--- config.mk ---
export PLATFORM = sky130hd
export DESIGN_NAME = debug_watchpoint_unit
export DESIGN_NICKNAME = d
export VERILOG_FILES = /design/src/rtl/dwu_pkg.sv /design/src/rtl/reg_access_if.sv /design/src/rtl/axil_slave_port.sv /design/src/rtl/debug_watchpoint_unit.sv /design/src/rtl/watch_match.sv
export VERILOG_INCLUDE_DIRS = /design/src /design/src/rtl
export SDC_FILE = /design/constraint.sdc
export NUM_CORES = 2
export LEC_CHECK = 0
export ABC_AREA = 1
export BUFFER_PORTS_ARGS = -buffer_cell sky130_fd_sc_hd__buf_2
export CAP_MARGIN = 30
export CORE_MARGIN = 2
export CORE_UTILIZATION = 68
export CTS_CLUSTER_SIZE = 14
export DETAILED_ROUTE_END_ITERATION = 10
export PLACE_DENSITY_LB_ADDON = 0.15
export SLEW_MARGIN = 15
export SYNTH_ARGS = -nofsm -noshare
export SYNTH_HDL_FRONTEND = slang
export SYNTH_SLANG_ARGS = --single-unit
--- constraint.sdc ---
create_clock -name clk -period 6.9 [get_ports clk]
set_input_delay 1.035 -clock clk [delete_from_list [all_inputs] [get_ports clk]]
set_output_delay 1.035 -clock clk [all_outputs]
set_load 0.01 [all_outputs]
--- src/rtl/dwu_cfg.svh ---
`ifndef DWU_CFG_SVH
`define DWU_CFG_SVH
// Overview of operation
// - four second-address registers, indices 0x60 up
// - data control bit 0 arms watchpoint
// - data control bits 23:16 enable cores
// - data control bit 2 lets loads trigger
// - data bit 1: zero AND, one OR
// - four resource mask registers, indices 0x80 up
// - four resource value registers, indices 0x90 up
// - resource control bits 23:16 enable cores
// - resource bit 1 picks condition A or B
// - resource control bit 0 arms watchpoint
// - four first-address registers, indices 0x50 up
// - cause code 4 data, 5 resource
// - data hit captures effective address
// - resource hit captures resource identifier

`define IDX_DADDR1  8'h50
`define IDX_DADDR2  8'h60
`define IDX_DCTRL   8'h70
`define IDX_RMASK   8'h80
`define IDX_RVALUE  8'h90
`define IDX_RCTRL   8'h9c
`define IDX_CAUSE   8'h15
`define IDX_CAPTURE 8'h16
`define IDX_STATUS  8'ha0
`define IDX_CLEAR   8'ha1
`define IDX_ENABLE  8'ha2

`define BIT_ARM     0
`define BIT_SELECT  1
`define BIT_LOADS   2
`define CORE_LSB    16

`define DCTRL_MASK  32'h00ff0007
`define RCTRL_MASK  32'h00ff0003
`define CAUSE_MASK  32'h0003ff07
`define CAUSE_DATA  3'h4
`define CAUSE_RES   3'h5

`define RESP_OKAY   2'h0
`define RESP_SLVERR 2'h2
`define RESP_DECERR 2'h3
`endif

--- src/rtl/dwu_pkg.sv ---
package dwu_pkg;
  typedef logic [31:0] word_t;
  typedef logic [11:0] addr_t;
  typedef logic [7:0]  reg_idx_t;
  typedef logic [1:0]  axi_resp_t;
  typedef logic [2:0]  core_t;
endpackage : dwu_pkg

--- src/rtl/reg_access_if.sv ---
`timescale 1ns/1ps
interface reg_access_if;
  import dwu_pkg::*;
  logic      wrEn;
  addr_t     wrAddr;
  word_t     wrData;
  logic [3:0] wrStrb;
  axi_resp_t wrResp;
  addr_t     rdAddr;
  word_t     rdData;
  axi_resp_t rdResp;
  modport bus (output wrEn, wrAddr, wrData, wrStrb, rdAddr,
               input wrResp, rdData, rdResp);
  modport regs (input wrEn, wrAddr, wrData, wrStrb, rdAddr,
                output wrResp, rdData, rdResp);
endinterface : reg_access_if

--- src/rtl/axil_slave_port.sv ---
`timescale 1ns/1ps
`include "dwu_cfg.svh"
module axil_slave_port (
  input  wire logic                clk,
  input  wire logic                rstn,
  input  wire dwu_pkg::addr_t      awaddr,
  input  wire logic                awvalid,
  output logic                     awready,
  input  wire dwu_pkg::word_t      wdata,
  input  wire logic [3:0]          wstrb,
  input  wire logic                wvalid,
  output logic                     wready,
  output dwu_pkg::axi_resp_t       bresp,
  output logic                     bvalid,
  input  wire logic                bready,
  input  wire dwu_pkg::addr_t      araddr,
  input  wire logic                arvalid,
  output logic                     arready,
  output dwu_pkg::word_t           rdata,
  output dwu_pkg::axi_resp_t       rresp,
  output logic                     rvalid,
  input  wire logic                rready,
  reg_access_if.bus                regs
);
  import dwu_pkg::*;

  logic       awHeld;
  logic       wHeld;
  addr_t      awAddrHeld;
  word_t      wDataHeld;
  logic [3:0] wStrbHeld;

  wire logic awTake      = awvalid && awready;
  wire logic wTake       = wvalid && wready;
  wire logic arTake      = arvalid && arready;
  // address and data may arrive in either order
  wire logic doWrite     = awHeld && wHeld && !bvalid;
  wire logic next_awHeld = !doWrite && (awHeld || awTake);
  wire logic next_wHeld  = !doWrite && (wHeld || wTake);
  wire logic next_rvalid = arTake || (rvalid && !rready);

  assign regs.wrEn   = doWrite;
  assign regs.wrAddr = awAddrHeld;
  assign regs.wrData = wDataHeld;
  assign regs.wrStrb = wStrbHeld;
  assign regs.rdAddr = araddr;

  always_ff @(posedge clk or negedge rstn) begin
    if (!rstn) begin
      awHeld     <= 1'b0;
      wHeld      <= 1'b0;
      awAddrHeld <= '0;
      wDataHeld  <= '0;
      wStrbHeld  <= '0;
      awready    <= 1'b0;
      wready     <= 1'b0;
      arready    <= 1'b0;
      bvalid     <= 1'b0;
      bresp      <= `RESP_OKAY;
      rvalid     <= 1'b0;
      rdata      <= '0;
      rresp      <= `RESP_OKAY;
    end else begin
      awHeld  <= next_awHeld;
      wHeld   <= next_wHeld;
      awready <= !next_awHeld;
      wready  <= !next_wHeld;
      arready <= !next_rvalid;
      rvalid  <= next_rvalid;
      if (awTake)
        awAddrHeld <= awaddr;
      if (wTake) begin
        wDataHeld <= wdata;
        wStrbHeld <= wstrb;
      end
      if (doWrite) begin
        bvalid <= 1'b1;
        bresp  <= regs.wrResp;
      end else if (bready)
        bvalid <= 1'b0;
      if (arTake) begin
        rdata <= regs.rdData;
        rresp <= regs.rdResp;
      end
    end
  end
endmodule : axil_slave_port

--- src/rtl/debug_watchpoint_unit.sv ---
`timescale 1ns/1ps
`include "dwu_cfg.svh"
module debug_watchpoint_unit (
  input  wire logic               clk,
  input  wire logic               rstn,
  input  wire logic               debugMode,
  input  wire logic               memValid,
  input  wire logic               memIsLoad,
  input  wire dwu_pkg::core_t     memCore,
  input  wire dwu_pkg::word_t     memAddr,
  input  wire logic               resValid,
  input  wire dwu_pkg::core_t     resCore,
  input  wire dwu_pkg::word_t     resId,
  input  wire dwu_pkg::addr_t     awaddr,
  input  wire logic               awvalid,
  output logic                    awready,
  input  wire dwu_pkg::word_t     wdata,
  input  wire logic [3:0]         wstrb,
  input  wire logic               wvalid,
  output logic                    wready,
  output dwu_pkg::axi_resp_t      bresp,
  output logic                    bvalid,
  input  wire logic               bready,
  input  wire dwu_pkg::addr_t     araddr,
  input  wire logic               arvalid,
  output logic                    arready,
  output dwu_pkg::word_t          rdata,
  output dwu_pkg::axi_resp_t      rresp,
  output logic                    rvalid,
  input  wire logic               rready,
  output logic                    irq
);
  import dwu_pkg::*;

  reg_access_if acc ();

  axil_slave_port busPort (
    .clk     (clk),
    .rstn    (rstn),
    .awaddr  (awaddr),
    .awvalid (awvalid),
    .awready (awready),
    .wdata   (wdata),
    .wstrb   (wstrb),
    .wvalid  (wvalid),
    .wready  (wready),
    .bresp   (bresp),
    .bvalid  (bvalid),
    .bready  (bready),
    .araddr  (araddr),
    .arvalid (arvalid),
    .arready (arready),
    .rdata   (rdata),
    .rresp   (rresp),
    .rvalid  (rvalid),
    .rready  (rready),
    .regs    (acc.bus)
  );

  function automatic logic inBank(input reg_idx_t idx,
                                  input reg_idx_t base);
    return idx >= base && idx <= base + 8'h03;
  endfunction : inBank

  function automatic word_t mergeBytes(input word_t old,
                                       input word_t val,
                                       input logic [3:0] strb);
    word_t res;
    res = old;
    for (int b = 0; b < 4; b++) begin
      if (strb[b])
        res[8*b +: 8] = val[8*b +: 8];
    end
    return res;
  endfunction : mergeBytes

  function automatic logic [1:0] lowest(input logic [3:0] hits);
    if (hits[0])
      return 2'h0;
    else if (hits[1])
      return 2'h1;
    else if (hits[2])
      return 2'h2;
    else
      return 2'h3;
  endfunction : lowest

  word_t      firstAddr  [4];
  word_t      secondAddr [4];
  word_t      dCtrl      [4];
  word_t      rMask      [4];
  word_t      rValue     [4];
  word_t      rCtrl      [4];
  word_t      cause;
  word_t      capture;
  logic [1:0] status;
  logic [1:0] enable;
  logic [3:0] dHits;
  logic [3:0] rHits;
  word_t      rdWord;
  logic       rdMapped;

  // write decode
  wire reg_idx_t   wIdx    = acc.wrAddr[9:2];
  wire word_t      wData   = acc.wrData;
  wire logic [3:0] wStrb   = acc.wrStrb;
  wire logic       wInWin  = acc.wrAddr[11:10] == 2'h0;
  wire logic       wIrqReg = wIdx == `IDX_STATUS || wIdx == `IDX_CLEAR ||
                             wIdx == `IDX_ENABLE;
  wire logic       wWatch  = inBank(wIdx, `IDX_DADDR1) ||
                             inBank(wIdx, `IDX_DADDR2) ||
                             inBank(wIdx, `IDX_DCTRL) ||
                             inBank(wIdx, `IDX_RMASK) ||
                             inBank(wIdx, `IDX_RVALUE) ||
                             inBank(wIdx, `IDX_RCTRL) ||
                             wIdx == `IDX_CAUSE || wIdx == `IDX_CAPTURE;
  wire logic       wMapped = wInWin && (wWatch || wIrqReg);
  // watch registers only accept writes in debug mode
  wire logic       wAllow  = wMapped && (debugMode || wIrqReg);
  wire logic       wDo     = acc.wrEn && wAllow;

  assign acc.wrResp = !wMapped ? `RESP_DECERR :
                      wAllow   ? `RESP_OKAY : `RESP_SLVERR;

  genvar g;
  generate
    for (g = 0; g < 4; g++) begin : gWatch
      wire logic slotSel = wDo && wIdx[1:0] == 2'(g);

      always_ff @(posedge clk or negedge rstn) begin
        if (!rstn) begin
          firstAddr[g]  <= '0;
          secondAddr[g] <= '0;
          dCtrl[g]      <= '0;
          rMask[g]      <= '0;
          rValue[g]     <= '0;
          rCtrl[g]      <= '0;
        end else if (slotSel) begin
          if (inBank(wIdx, `IDX_DADDR1))
            firstAddr[g] <= mergeBytes(firstAddr[g], wData, wStrb);
          if (inBank(wIdx, `IDX_DADDR2))
            secondAddr[g] <= mergeBytes(secondAddr[g], wData, wStrb);
          if (inBank(wIdx, `IDX_DCTRL))
            dCtrl[g] <= mergeBytes(dCtrl[g], wData, wStrb) & `DCTRL_MASK;
          if (inBank(wIdx, `IDX_RMASK))
            rMask[g] <= mergeBytes(rMask[g], wData, wStrb);
          if (inBank(wIdx, `IDX_RVALUE))
            rValue[g] <= mergeBytes(rValue[g], wData, wStrb);
          if (inBank(wIdx, `IDX_RCTRL))
            rCtrl[g] <= mergeBytes(rCtrl[g], wData, wStrb) & `RCTRL_MASK;
        end
      end

      watch_match #(
        .RESOURCE (1'b0)
      ) dataMatch (
        .ctrl     (dCtrl[g]),
        .refA     (firstAddr[g]),
        .refB     (secondAddr[g]),
        .accValid (memValid),
        .accLoad  (memIsLoad),
        .accCore  (memCore),
        .accWord  (memAddr),
        .hit      (dHits[g])
      );

      watch_match #(
        .RESOURCE (1'b1)
      ) resMatch (
        .ctrl     (rCtrl[g]),
        .refA     (rMask[g]),
        .refB     (rValue[g]),
        .accValid (resValid),
        .accLoad  (1'b0),
        .accCore  (resCore),
        .accWord  (resId),
        .hit      (rHits[g])
      );
    end
  endgenerate

  // read decode
  wire reg_idx_t rIdx = acc.rdAddr[9:2];
  wire logic [1:0] rSlot = rIdx[1:0];

  always_comb begin
    rdWord   = '0;
    rdMapped = 1'b1;
    if (acc.rdAddr[11:10] != 2'h0)
      rdMapped = 1'b0;
    else if (inBank(rIdx, `IDX_DADDR1))
      rdWord = firstAddr[rSlot];
    else if (inBank(rIdx, `IDX_DADDR2))
      rdWord = secondAddr[rSlot];
    else if (inBank(rIdx, `IDX_DCTRL))
      rdWord = dCtrl[rSlot];
    else if (inBank(rIdx, `IDX_RMASK))
      rdWord = rMask[rSlot];
    else if (inBank(rIdx, `IDX_RVALUE))
      rdWord = rValue[rSlot];
    else if (inBank(rIdx, `IDX_RCTRL))
      rdWord = rCtrl[rSlot];
    else if (rIdx == `IDX_CAUSE)
      rdWord = cause;
    else if (rIdx == `IDX_CAPTURE)
      rdWord = capture;
    else if (rIdx == `IDX_STATUS)
      rdWord = {30'h0, status};
    else if (rIdx == `IDX_CLEAR)
      rdWord = '0;
    else if (rIdx == `IDX_ENABLE)
      rdWord = {30'h0, enable};
    else
      rdMapped = 1'b0;
  end

  assign acc.rdData = rdWord;
  assign acc.rdResp = rdMapped ? `RESP_OKAY : `RESP_DECERR;

  // hit capture, data watchpoints win over resource ones
  wire logic  dAny     = |dHits;
  wire logic  rAny     = |rHits;
  wire core_t hitCore  = dAny ? memCore : resCore;
  wire logic [1:0] hitNum = dAny ? lowest(dHits) : lowest(rHits);
  wire logic [2:0] hitCode = dAny ? `CAUSE_DATA : `CAUSE_RES;
  wire word_t hitCause = {14'h0, hitNum, 8'(hitCore), 5'h0, hitCode};
  wire word_t hitData  = dAny ? memAddr : resId;

  always_ff @(posedge clk or negedge rstn) begin
    if (!rstn) begin
      cause   <= '0;
      capture <= '0;
    end else if (dAny || rAny) begin
      cause   <= hitCause;
      capture <= hitData;
    end else if (wDo && wIdx == `IDX_CAUSE)
      cause <= mergeBytes(cause, wData, wStrb) & `CAUSE_MASK;
    else if (wDo && wIdx == `IDX_CAPTURE)
      capture <= mergeBytes(capture, wData, wStrb);
  end

  // sticky events, set wins over a clear in the same cycle
  wire logic       clrWr  = wDo && wIdx == `IDX_CLEAR && wStrb[0];
  wire logic [1:0] clrBits = clrWr ? wData[1:0] : 2'h0;
  wire logic       enWr   = wDo && wIdx == `IDX_ENABLE && wStrb[0];
  wire logic [1:0] next_status = {rAny, dAny} | (status & ~clrBits);
  wire logic [1:0] next_enable = enWr ? wData[1:0] : enable;

  always_ff @(posedge clk or negedge rstn) begin
    if (!rstn) begin
      status <= 2'h0;
      enable <= 2'h0;
      irq    <= 1'b0;
    end else begin
      status <= next_status;
      enable <= next_enable;
      irq    <= |(next_status & next_enable);
    end
  end
endmodule : debug_watchpoint_unit

--- src/rtl/watch_match.sv ---
`timescale 1ns/1ps
`include "dwu_cfg.svh"
module watch_match #(
  parameter bit RESOURCE = 1'b0
) (
  input  wire dwu_pkg::word_t ctrl,
  input  wire dwu_pkg::word_t refA,
  input  wire dwu_pkg::word_t refB,
  input  wire logic           accValid,
  input  wire logic           accLoad,
  input  wire dwu_pkg::core_t accCore,
  input  wire dwu_pkg::word_t accWord,
  output logic                hit
);
  import dwu_pkg::*;

  wire logic coreOk   = ctrl[`CORE_LSB + int'(accCore)];
  wire logic armed    = ctrl[`BIT_ARM] && accValid;
  wire logic select   = ctrl[`BIT_SELECT];
  wire logic maskedEq = (accWord & refA) == refB;
  wire logic condA    = RESOURCE ? maskedEq : accWord >= refA;
  wire logic condB    = RESOURCE ? !maskedEq : accWord <= refB;
  // stores always qualify, loads only when allowed
  wire logic loadOk   = RESOURCE || !accLoad || ctrl[`BIT_LOADS];
  wire logic dataCond = select ? (condA || condB) : (condA && condB);
  wire logic resCond  = select ? condB : condA;

  assign hit = armed && coreOk && loadOk && (RESOURCE ? resCond : dataCond);
endmodule : watch_match
# Word level (Yosys, flattened, before mapping)
# Index checks and enable logic that the tools add are counted.
dict set report word_totals {
  output_inout_bits 42
  inputBits 141
  word_cells 469
  reg_bits 756
}
dict set report op_classes {
  bitwise 9
  n_reduce_logical 199
  n_addsub 2
  n_mux 102
  magnitude_cmp 35
  n_eq_ne 18
}
# operator count
set ops {}
lappend ops {{$mux W32} 27}
lappend ops {{$bmux W32 S2} 6}
lappend ops {{$reduce_and A3 Y1} 84}
lappend ops {{$and A32 B32 Y32} 4}
lappend ops {{$eq A32 B32 Y1} 4}
lappend ops {{$ge A32 B32 Y1} 4}
lappend ops {{$le A32 B32 Y1} 4}
lappend ops {{$logic_and A1 B1 Y1} 65}
lappend ops {{$lt A32 B7 Y1 const B} 2}
lappend ops {{$eq A8 B8 Y1 const B} 6}
lappend ops {{$ge A8 B7 Y1 const B} 6}
lappend ops {{$ge A8 B8 Y1 const B} 6}
lappend ops {{$le A8 B7 Y1 const B} 6}
lappend ops {{$le A8 B8 Y1 const B} 6}
lappend ops {{$mux W1} 41}
lappend ops {{$bmux W1 S5} 8}
lappend ops {{$eq A8 B5 Y1 const B} 4}
lappend ops {{$mux W8} 4}
lappend ops {{$mux W2} 14}
lappend ops {{$logic_or A1 B1 Y1} 23}
lappend ops {{$reduce_bool A2 Y1} 8}
lappend ops {{$add A5 B3 Y6 const A} 2}
lappend ops {{$logic_not A1 Y1} 11}
lappend ops {{$reduce_or A4 Y1} 2}
lappend ops {{other kinds (12)} 18}

# Longest topological paths before layout
dict set report depth {
  ltp_word 21
  ltp_mapped 26
  mapped_depth_nobuf 25
}

# By module
# A second synthesis with hierarchy kept.
dict set report hier_totals {
  cells_unflattened 5706
  hier_area_um2 42848.6
}
# mod cells_per_inst area_per_inst_um2 n_inst seq_area_each_um2
set by_module_without_submodules {}
lappend by_module_without_submodules {debug_watchpoint_unit 3329 28473.6 1 16165.5}
lappend by_module_without_submodules {axil_slave_port 399 3709.8 1 2277.2}
lappend by_module_without_submodules {{watch_match (gWatch[2].dataMatch ...)} 299 1839.3 2 0.0}
lappend by_module_without_submodules {{watch_match (gWatch[0].dataMatch ...)} 298 1834.3 2 0.0}
lappend by_module_without_submodules {{watch_match (gWatch[0].resMatch ...)} 196 829.5 4 0.0}

# Worst setup path after synthesis
# Ideal clock, no wire load.
dict set report synth_path {
  kind {input to register}
  start {in memAddr[15]}
  end {reg cause[9]}
  path_buffers 2
  arrival_time_ps 3233
  setup_ps 122
  required_ps 6778
  path_stages 20
  path_slack_ps 3545
  cell_sequence {ha_1 > nand2_1 > nor4_1 > nand2_1 > nand2_1 > nand2_1 > nand2_1 > nand2_1 > nand2_1 > nand2_1 > nand2_1 > nand2_1 > nor2_1 > clkbuf_1 > clkbuf_1 > o21ai_0 > nand2_1 > nand2_1 > nand2_1 > nand2_1}
}
dict set report synth_between {
  elab_chain_len 8
  elab_cells_between_ends 31
  cone_classes {8 x order compare; 6 x mux; 17 x reduce/logical}
}
# element line_no
set synth_rtl {}
lappend synth_rtl {{start, declared} debug_watchpoint_unit.sv:10} ;# input wire dwu_pkg::word_t memAddr,
lappend synth_rtl {{$ge A32 B32 Y1 or $le A32 B32 Y1 (tied branches)} {watch_match.sv:21, watch_match.sv:22}}
lappend synth_rtl {{$logic_and A1 B1 Y1 or $logic_or A1 B1 Y1 (tied branches)} watch_match.sv:25} ;# wire logic dataCond = select ? (condA || condB) : (condA && condB);
lappend synth_rtl {{$mux W1} watch_match.sv:25}
lappend synth_rtl {{$logic_and A1 B1 Y1} watch_match.sv:28} ;# assign hit = armed && coreOk && loadOk && (RESOURCE ? resCond : dataCond);
lappend synth_rtl {{$reduce_or A4 Y1 *} debug_watchpoint_unit.sv:221} ;# wire logic dAny = |dHits;
lappend synth_rtl {{$logic_or A1 B1 Y1} debug_watchpoint_unit.sv:233} ;# end else if (dAny || rAny) begin
lappend synth_rtl {{$reduce_bool A2 Y1 (no line)} --}
lappend synth_rtl {{$reduce_and A2 Y1 (no line)} --}
lappend synth_rtl {{end signal, assigned} debug_watchpoint_unit.sv:234} ;# cause <= hitCause;
lappend synth_rtl {{end signal, assigned} debug_watchpoint_unit.sv:237} ;# cause <= mergeBytes(cause, wData, wStrb) & `CAUSE_MASK;
lappend synth_rtl {{end, declared} debug_watchpoint_unit.sv:94} ;# word_t cause;
# Every way passes the cells marked *; elsewhere a longest branch is shown, timed or not.
# A chain may end at the register's enable or synchronous reset.

# Worst setup path in the final report
dict set report layout_path {
  start {in memAddr[15]}
  end {reg capture[31]}
}
dict set report layout_between {
  elab_chain_len 8
  elab_cells_between_ends 32
  cone_classes {8 x order compare; 1 x eq/ne; 6 x mux; 17 x reduce/logical}
}
# element line_no
set layout_rtl {}
lappend layout_rtl {{$ge A32 B32 Y1 or $le A32 B32 Y1 (tied branches)} {watch_match.sv:21, watch_match.sv:22}}
lappend layout_rtl {{$logic_and A1 B1 Y1 or $logic_or A1 B1 Y1 (tied branches)} watch_match.sv:25}
lappend layout_rtl {{$mux W1} watch_match.sv:25}
lappend layout_rtl {{$logic_and A1 B1 Y1} watch_match.sv:28}
lappend layout_rtl {{$reduce_or A4 Y1 *} debug_watchpoint_unit.sv:221}
lappend layout_rtl {{$logic_or A1 B1 Y1} debug_watchpoint_unit.sv:233}
lappend layout_rtl {{$ne A2 B2 Y1 (no line) or $reduce_bool A2 Y1 (tied branches)} --}
lappend layout_rtl {{$reduce_and A3 Y1 (no line)} --}
lappend layout_rtl {{end signal, assigned} debug_watchpoint_unit.sv:235} ;# capture <= hitData;
lappend layout_rtl {{end signal, assigned} debug_watchpoint_unit.sv:239} ;# capture <= mergeBytes(capture, wData, wStrb);
lappend layout_rtl {{end, declared} debug_watchpoint_unit.sv:95} ;# word_t capture;
# Marked as above.

==> results.md <==
* Outcome: complete, no violations
* Hpwl dp at between 100 and 150 mm
* CTS resizes at 0
* WL per Instance at ~23 µm
* Setup tns final at 0 ns
* Initial Util at 0.688
* Placed cells at around 6100
* Clock sink total at roughly 730
* Setup Crit Path Kind: in2reg
* Clock Tree Buf Depth at 3
* Pre-CTS WS at roughly 1.7 ns
* Synth-to-layout area growth at 10.0%
* Asr flop ratio synth at 1.00
* Most frequent cell after synthesis: nand2_1
* Port bufs at 178
* FF+latch count, synth at 734
* RSZ-0062 raised after global routing: false
* Dominant cells by area after synthesis: dfrtp_1 (44%), nand2_1 (13%), o21ai_0 (8.8%)
* Post-CTS Setup Bufs at 0
* Core ar. at around 60000 µm²
* Synth top area share at 0.442
* Post-Route WL at roughly 140 mm
* # H-tree levels at 3
* Clk_lat worst skew at ~0.64 ns
* DR vias/cell at 6.41
* Syn avg cell area at approximately 7.7 µm²
* Drt initial violations at about 5200
* Final hold slack at approximately 0.45 ns
* Max-cap violations at 0
* Leak Pwr at around 23 nW
* Clock Skews at ~0.026 ns
* Post-synthesis cell area at 41500 µm²
* Worst slew pin tran at ~1.1 ns
* CP Data Arrival Time at roughly 5.4 ns
* Max Slew Vio Count at 0
* HP Class: in2async
* Initial antenna violation count at 9
* Crit path max fanout at 35
* Vias in the first global route at 38800
* # rows at 90
* Post-synth EDFFs at 0
* Remaining Overflow, GRT at 0
* Die width at 251 µm
* Layout cell share with drive strength beyond 1 at 0.0735
* Post-route ant nets at 0
* Maximum vdd drop at roughly 0.00026 V
* Synthesis Warnings at 0
* Fin cells at ~6300
* Final hold viol count at 0
* Commonest cells in the netlist: nand2_1 (1418), dfrtp_1 (734), o21ai_0 (734), inv_1 (540), nor2_1 (352)
* Final setup fails at 0
* Yosys top cell by area: dfrtp_1
* TritonCTS clock tree: yes
* Cts hold-fix bufs at 0
* PwrDens at roughly 250 nW/µm²
* Rel. slew slack at 0.239
* Top Ports at between 150 and 200
* CTS buffer count at between 70 and 80
* Worst path slowest cell: nor4_1
* Main flop type after synthesis: dfrtp_1
* WP data required at 7.43 ns
* Crit share post-route at 0.711
* Worst path buffer plus inverter count at 2
* Slowest stage delay, CP at around 0.85 ns
* Die ar. at ~63000 µm²
* DRC Markers at 0
* Net Count, Synth at between 5000 and 6000
* Startpoint types: input port
* Critical Path Sink Type: flip-flop
* Nets@finish at between 5000 and 6000
* Yosys cell types at 47
* Final setup margin at 1.99 ns
* Most Frequent Cell on Critical Path: nand2_1
* Clock transition at path regs at approximately 0.060 ns
* Pin count of the biggest net entering global routing at between 100 and 150
* Top delay family on crit path: simple AND/OR/NAND/NOR gates
* DR pass1 iterations at 7
* Root Driver: clkbuf_16
* First-pass GRT wire length at ~220 mm
* Die height at around 250 µm
* Global placer's final weighted congestion at about 1
* Fin crit period at just under 5 ns
* Mapped Cells at 5366
* Via count at 40300
* Crit-path cells: buf_2 > ha_1 > nand2_1 > nor4_1 > nand2_1 > nand2_1 > nand2_1 > nand2_1 > nand2_1 > nand2_1 > nand2_1 > nand2_1 > nand2_1 > nor2_4 > nand2_1 > nor2_1 > inv_1 > nor2_1 > nor2_1
* Post-synthesis sequential area ratio at 0.442
* Fmax at ~200 MHz
* GRT Total Usage at 0.463
sequential cells by signal, summed over array words and instances (netlist names), 2 cells and up:
name	cells
busPort.bresp	2
busPort.rdata	32
busPort.regs.wrAddr	10
busPort.regs.wrData	32
busPort.regs.wrStrb	4
capture	32
cause	13
dCtrl	44
enable	2
firstAddr	128
rCtrl	40
rMask	128
rValue	128
secondAddr	128
status	2
through the flow:
stage | cell area [µm²] | util | total power (W)
after CTS | 45500 | 0.754 | 0.0111
after floorplan | 41500 | - | 0.00580
after global placement | 42800 | 0.710 | 0.00677
final | 45700 | 0.757 | 0.0112
after detailed placement | 42900 | 0.711 | 0.00681
after global routing | 45700 | 0.757 | 0.0115
cells in the final DEF (no fill, tap or decap), types with 6 or more instances in the layout:
cell,netlist,layout
o2111ai_1,16,16
ha_1,256,256
o31ai_1,12,12
clkbuf_1,193,19
and3_1,6,6
nor2_2,20,21
o21a_1,12,12
o311ai_0,26,25
diode_2,0,7
nor3_1,42,41
o22ai_1,250,250
buf_2,34,177
nand2_1,1418,1414
a32o_1,9,9
o21ai_0,734,734
a221oi_1,16,16
nand3_1,181,181
inv_1,540,539
xor2_1,69,69
clkbuf_16,0,81
nor2_1,352,350
clkbuf_8,0,19
clkinv_2,0,9
or2_2,7,7
a21oi_1,275,275
a21o_1,7,7
buf_4,1,53
dfrtp_1,734,734
nor4_1,7,7
clkinv_1,10,10
nand4_1,29,29
o211ai_1,49,49
worst register-to-register path: stages, from the launching register on:
cell and delay [ns]:
dfrtp_1 0.36, inv_1 0.07, ha_1 0.30, nand2_1 0.09, nor4_1 0.85, nand2_1 0.13, nand2_1 0.11, nand2_1 0.06
nand2_1 0.08, nand2_1 0.06, nand2_1 0.05, nand2_1 0.06, nand2_1 0.11, nand2_1 0.21, nor2_4 0.72, nand2_1 0.46
nor2_1 0.40, inv_1 0.22, nor2_1 0.14, nor2_1 0.06
worst paths after layout:
kind,from,endpoint,slack [ns],cells after the start
min reg2reg,busPort.rdata[14]$_DFFE_PN0P_,busPort.rdata[14]$_DFFE_PN0P_,0.47,2
max,memAddr[15],capture[31]$_DFFE_PN0P_,1.99,19
max reg2reg,secondAddr[111]$_DFFE_PN0P_,capture[31]$_DFFE_PN0P_,2.27,19
min,rstn,firstAddr[79]$_DFFE_PN0P_,0.45,1
max in group asynchronous,rstn,rMask[92]$_DFFE_PN0P_,5.09,2
min in group clk,busPort.rdata[14]$_DFFE_PN0P_,busPort.rdata[14]$_DFFE_PN0P_,0.47,2
routing by layer:
metal	up-vias	global-route usage	wire, µm
met4	4	0.373	14100
met1	18700	0.569	51100
met5	-	0	22
met3	802	0.117	17100
met2	2665	0.698	62700
li1	18100	-	-
cells by family (layout without fill, tap and decap cells):
group | Yosys count | in the layout | share of synthesized area
buffers and inverters | 805 | 933 | 0.0739
flip-flops | 734 | 734 | 0.442
other | 0 | 7 | 0
AO/OA/AOI/OAI | 1428 | 1428 | 0.192
adder cells (fa/ha/maj) | 256 | 256 | 0.0771
XOR/XNOR | 71 | 71 | 0.0150
AND/OR/NAND/NOR | 2072 | 2072 | 0.200
power breakdown:
group / switching (W) / internal (W) / total [W]
Clock: 0.00181 / 0.00254 / 0.00435
Combinational: 0.00138 / 0.000392 / 0.00177
Sequential: 0.000596 / 0.00450 / 0.00509
Total: 0.00379 / 0.00743 / 0.0112
layout make-up:
| type | instances | area [µm²] |
|---|---|---|
| tap | 782 | 978 |
| sequential | 734 | 18400 |
| inverter | 551 | 2070 |
| multi-input combinational | 3827 | 20100 |
| clock buffer | 119 | 2360 |
| clock inverter | 19 | 238 |
| fill | 4587 | 14700 |
| timing repair buffer | 244 | 1520 |
| antenna | 7 | 17.5 |
(Power assumes the default switching activity.)
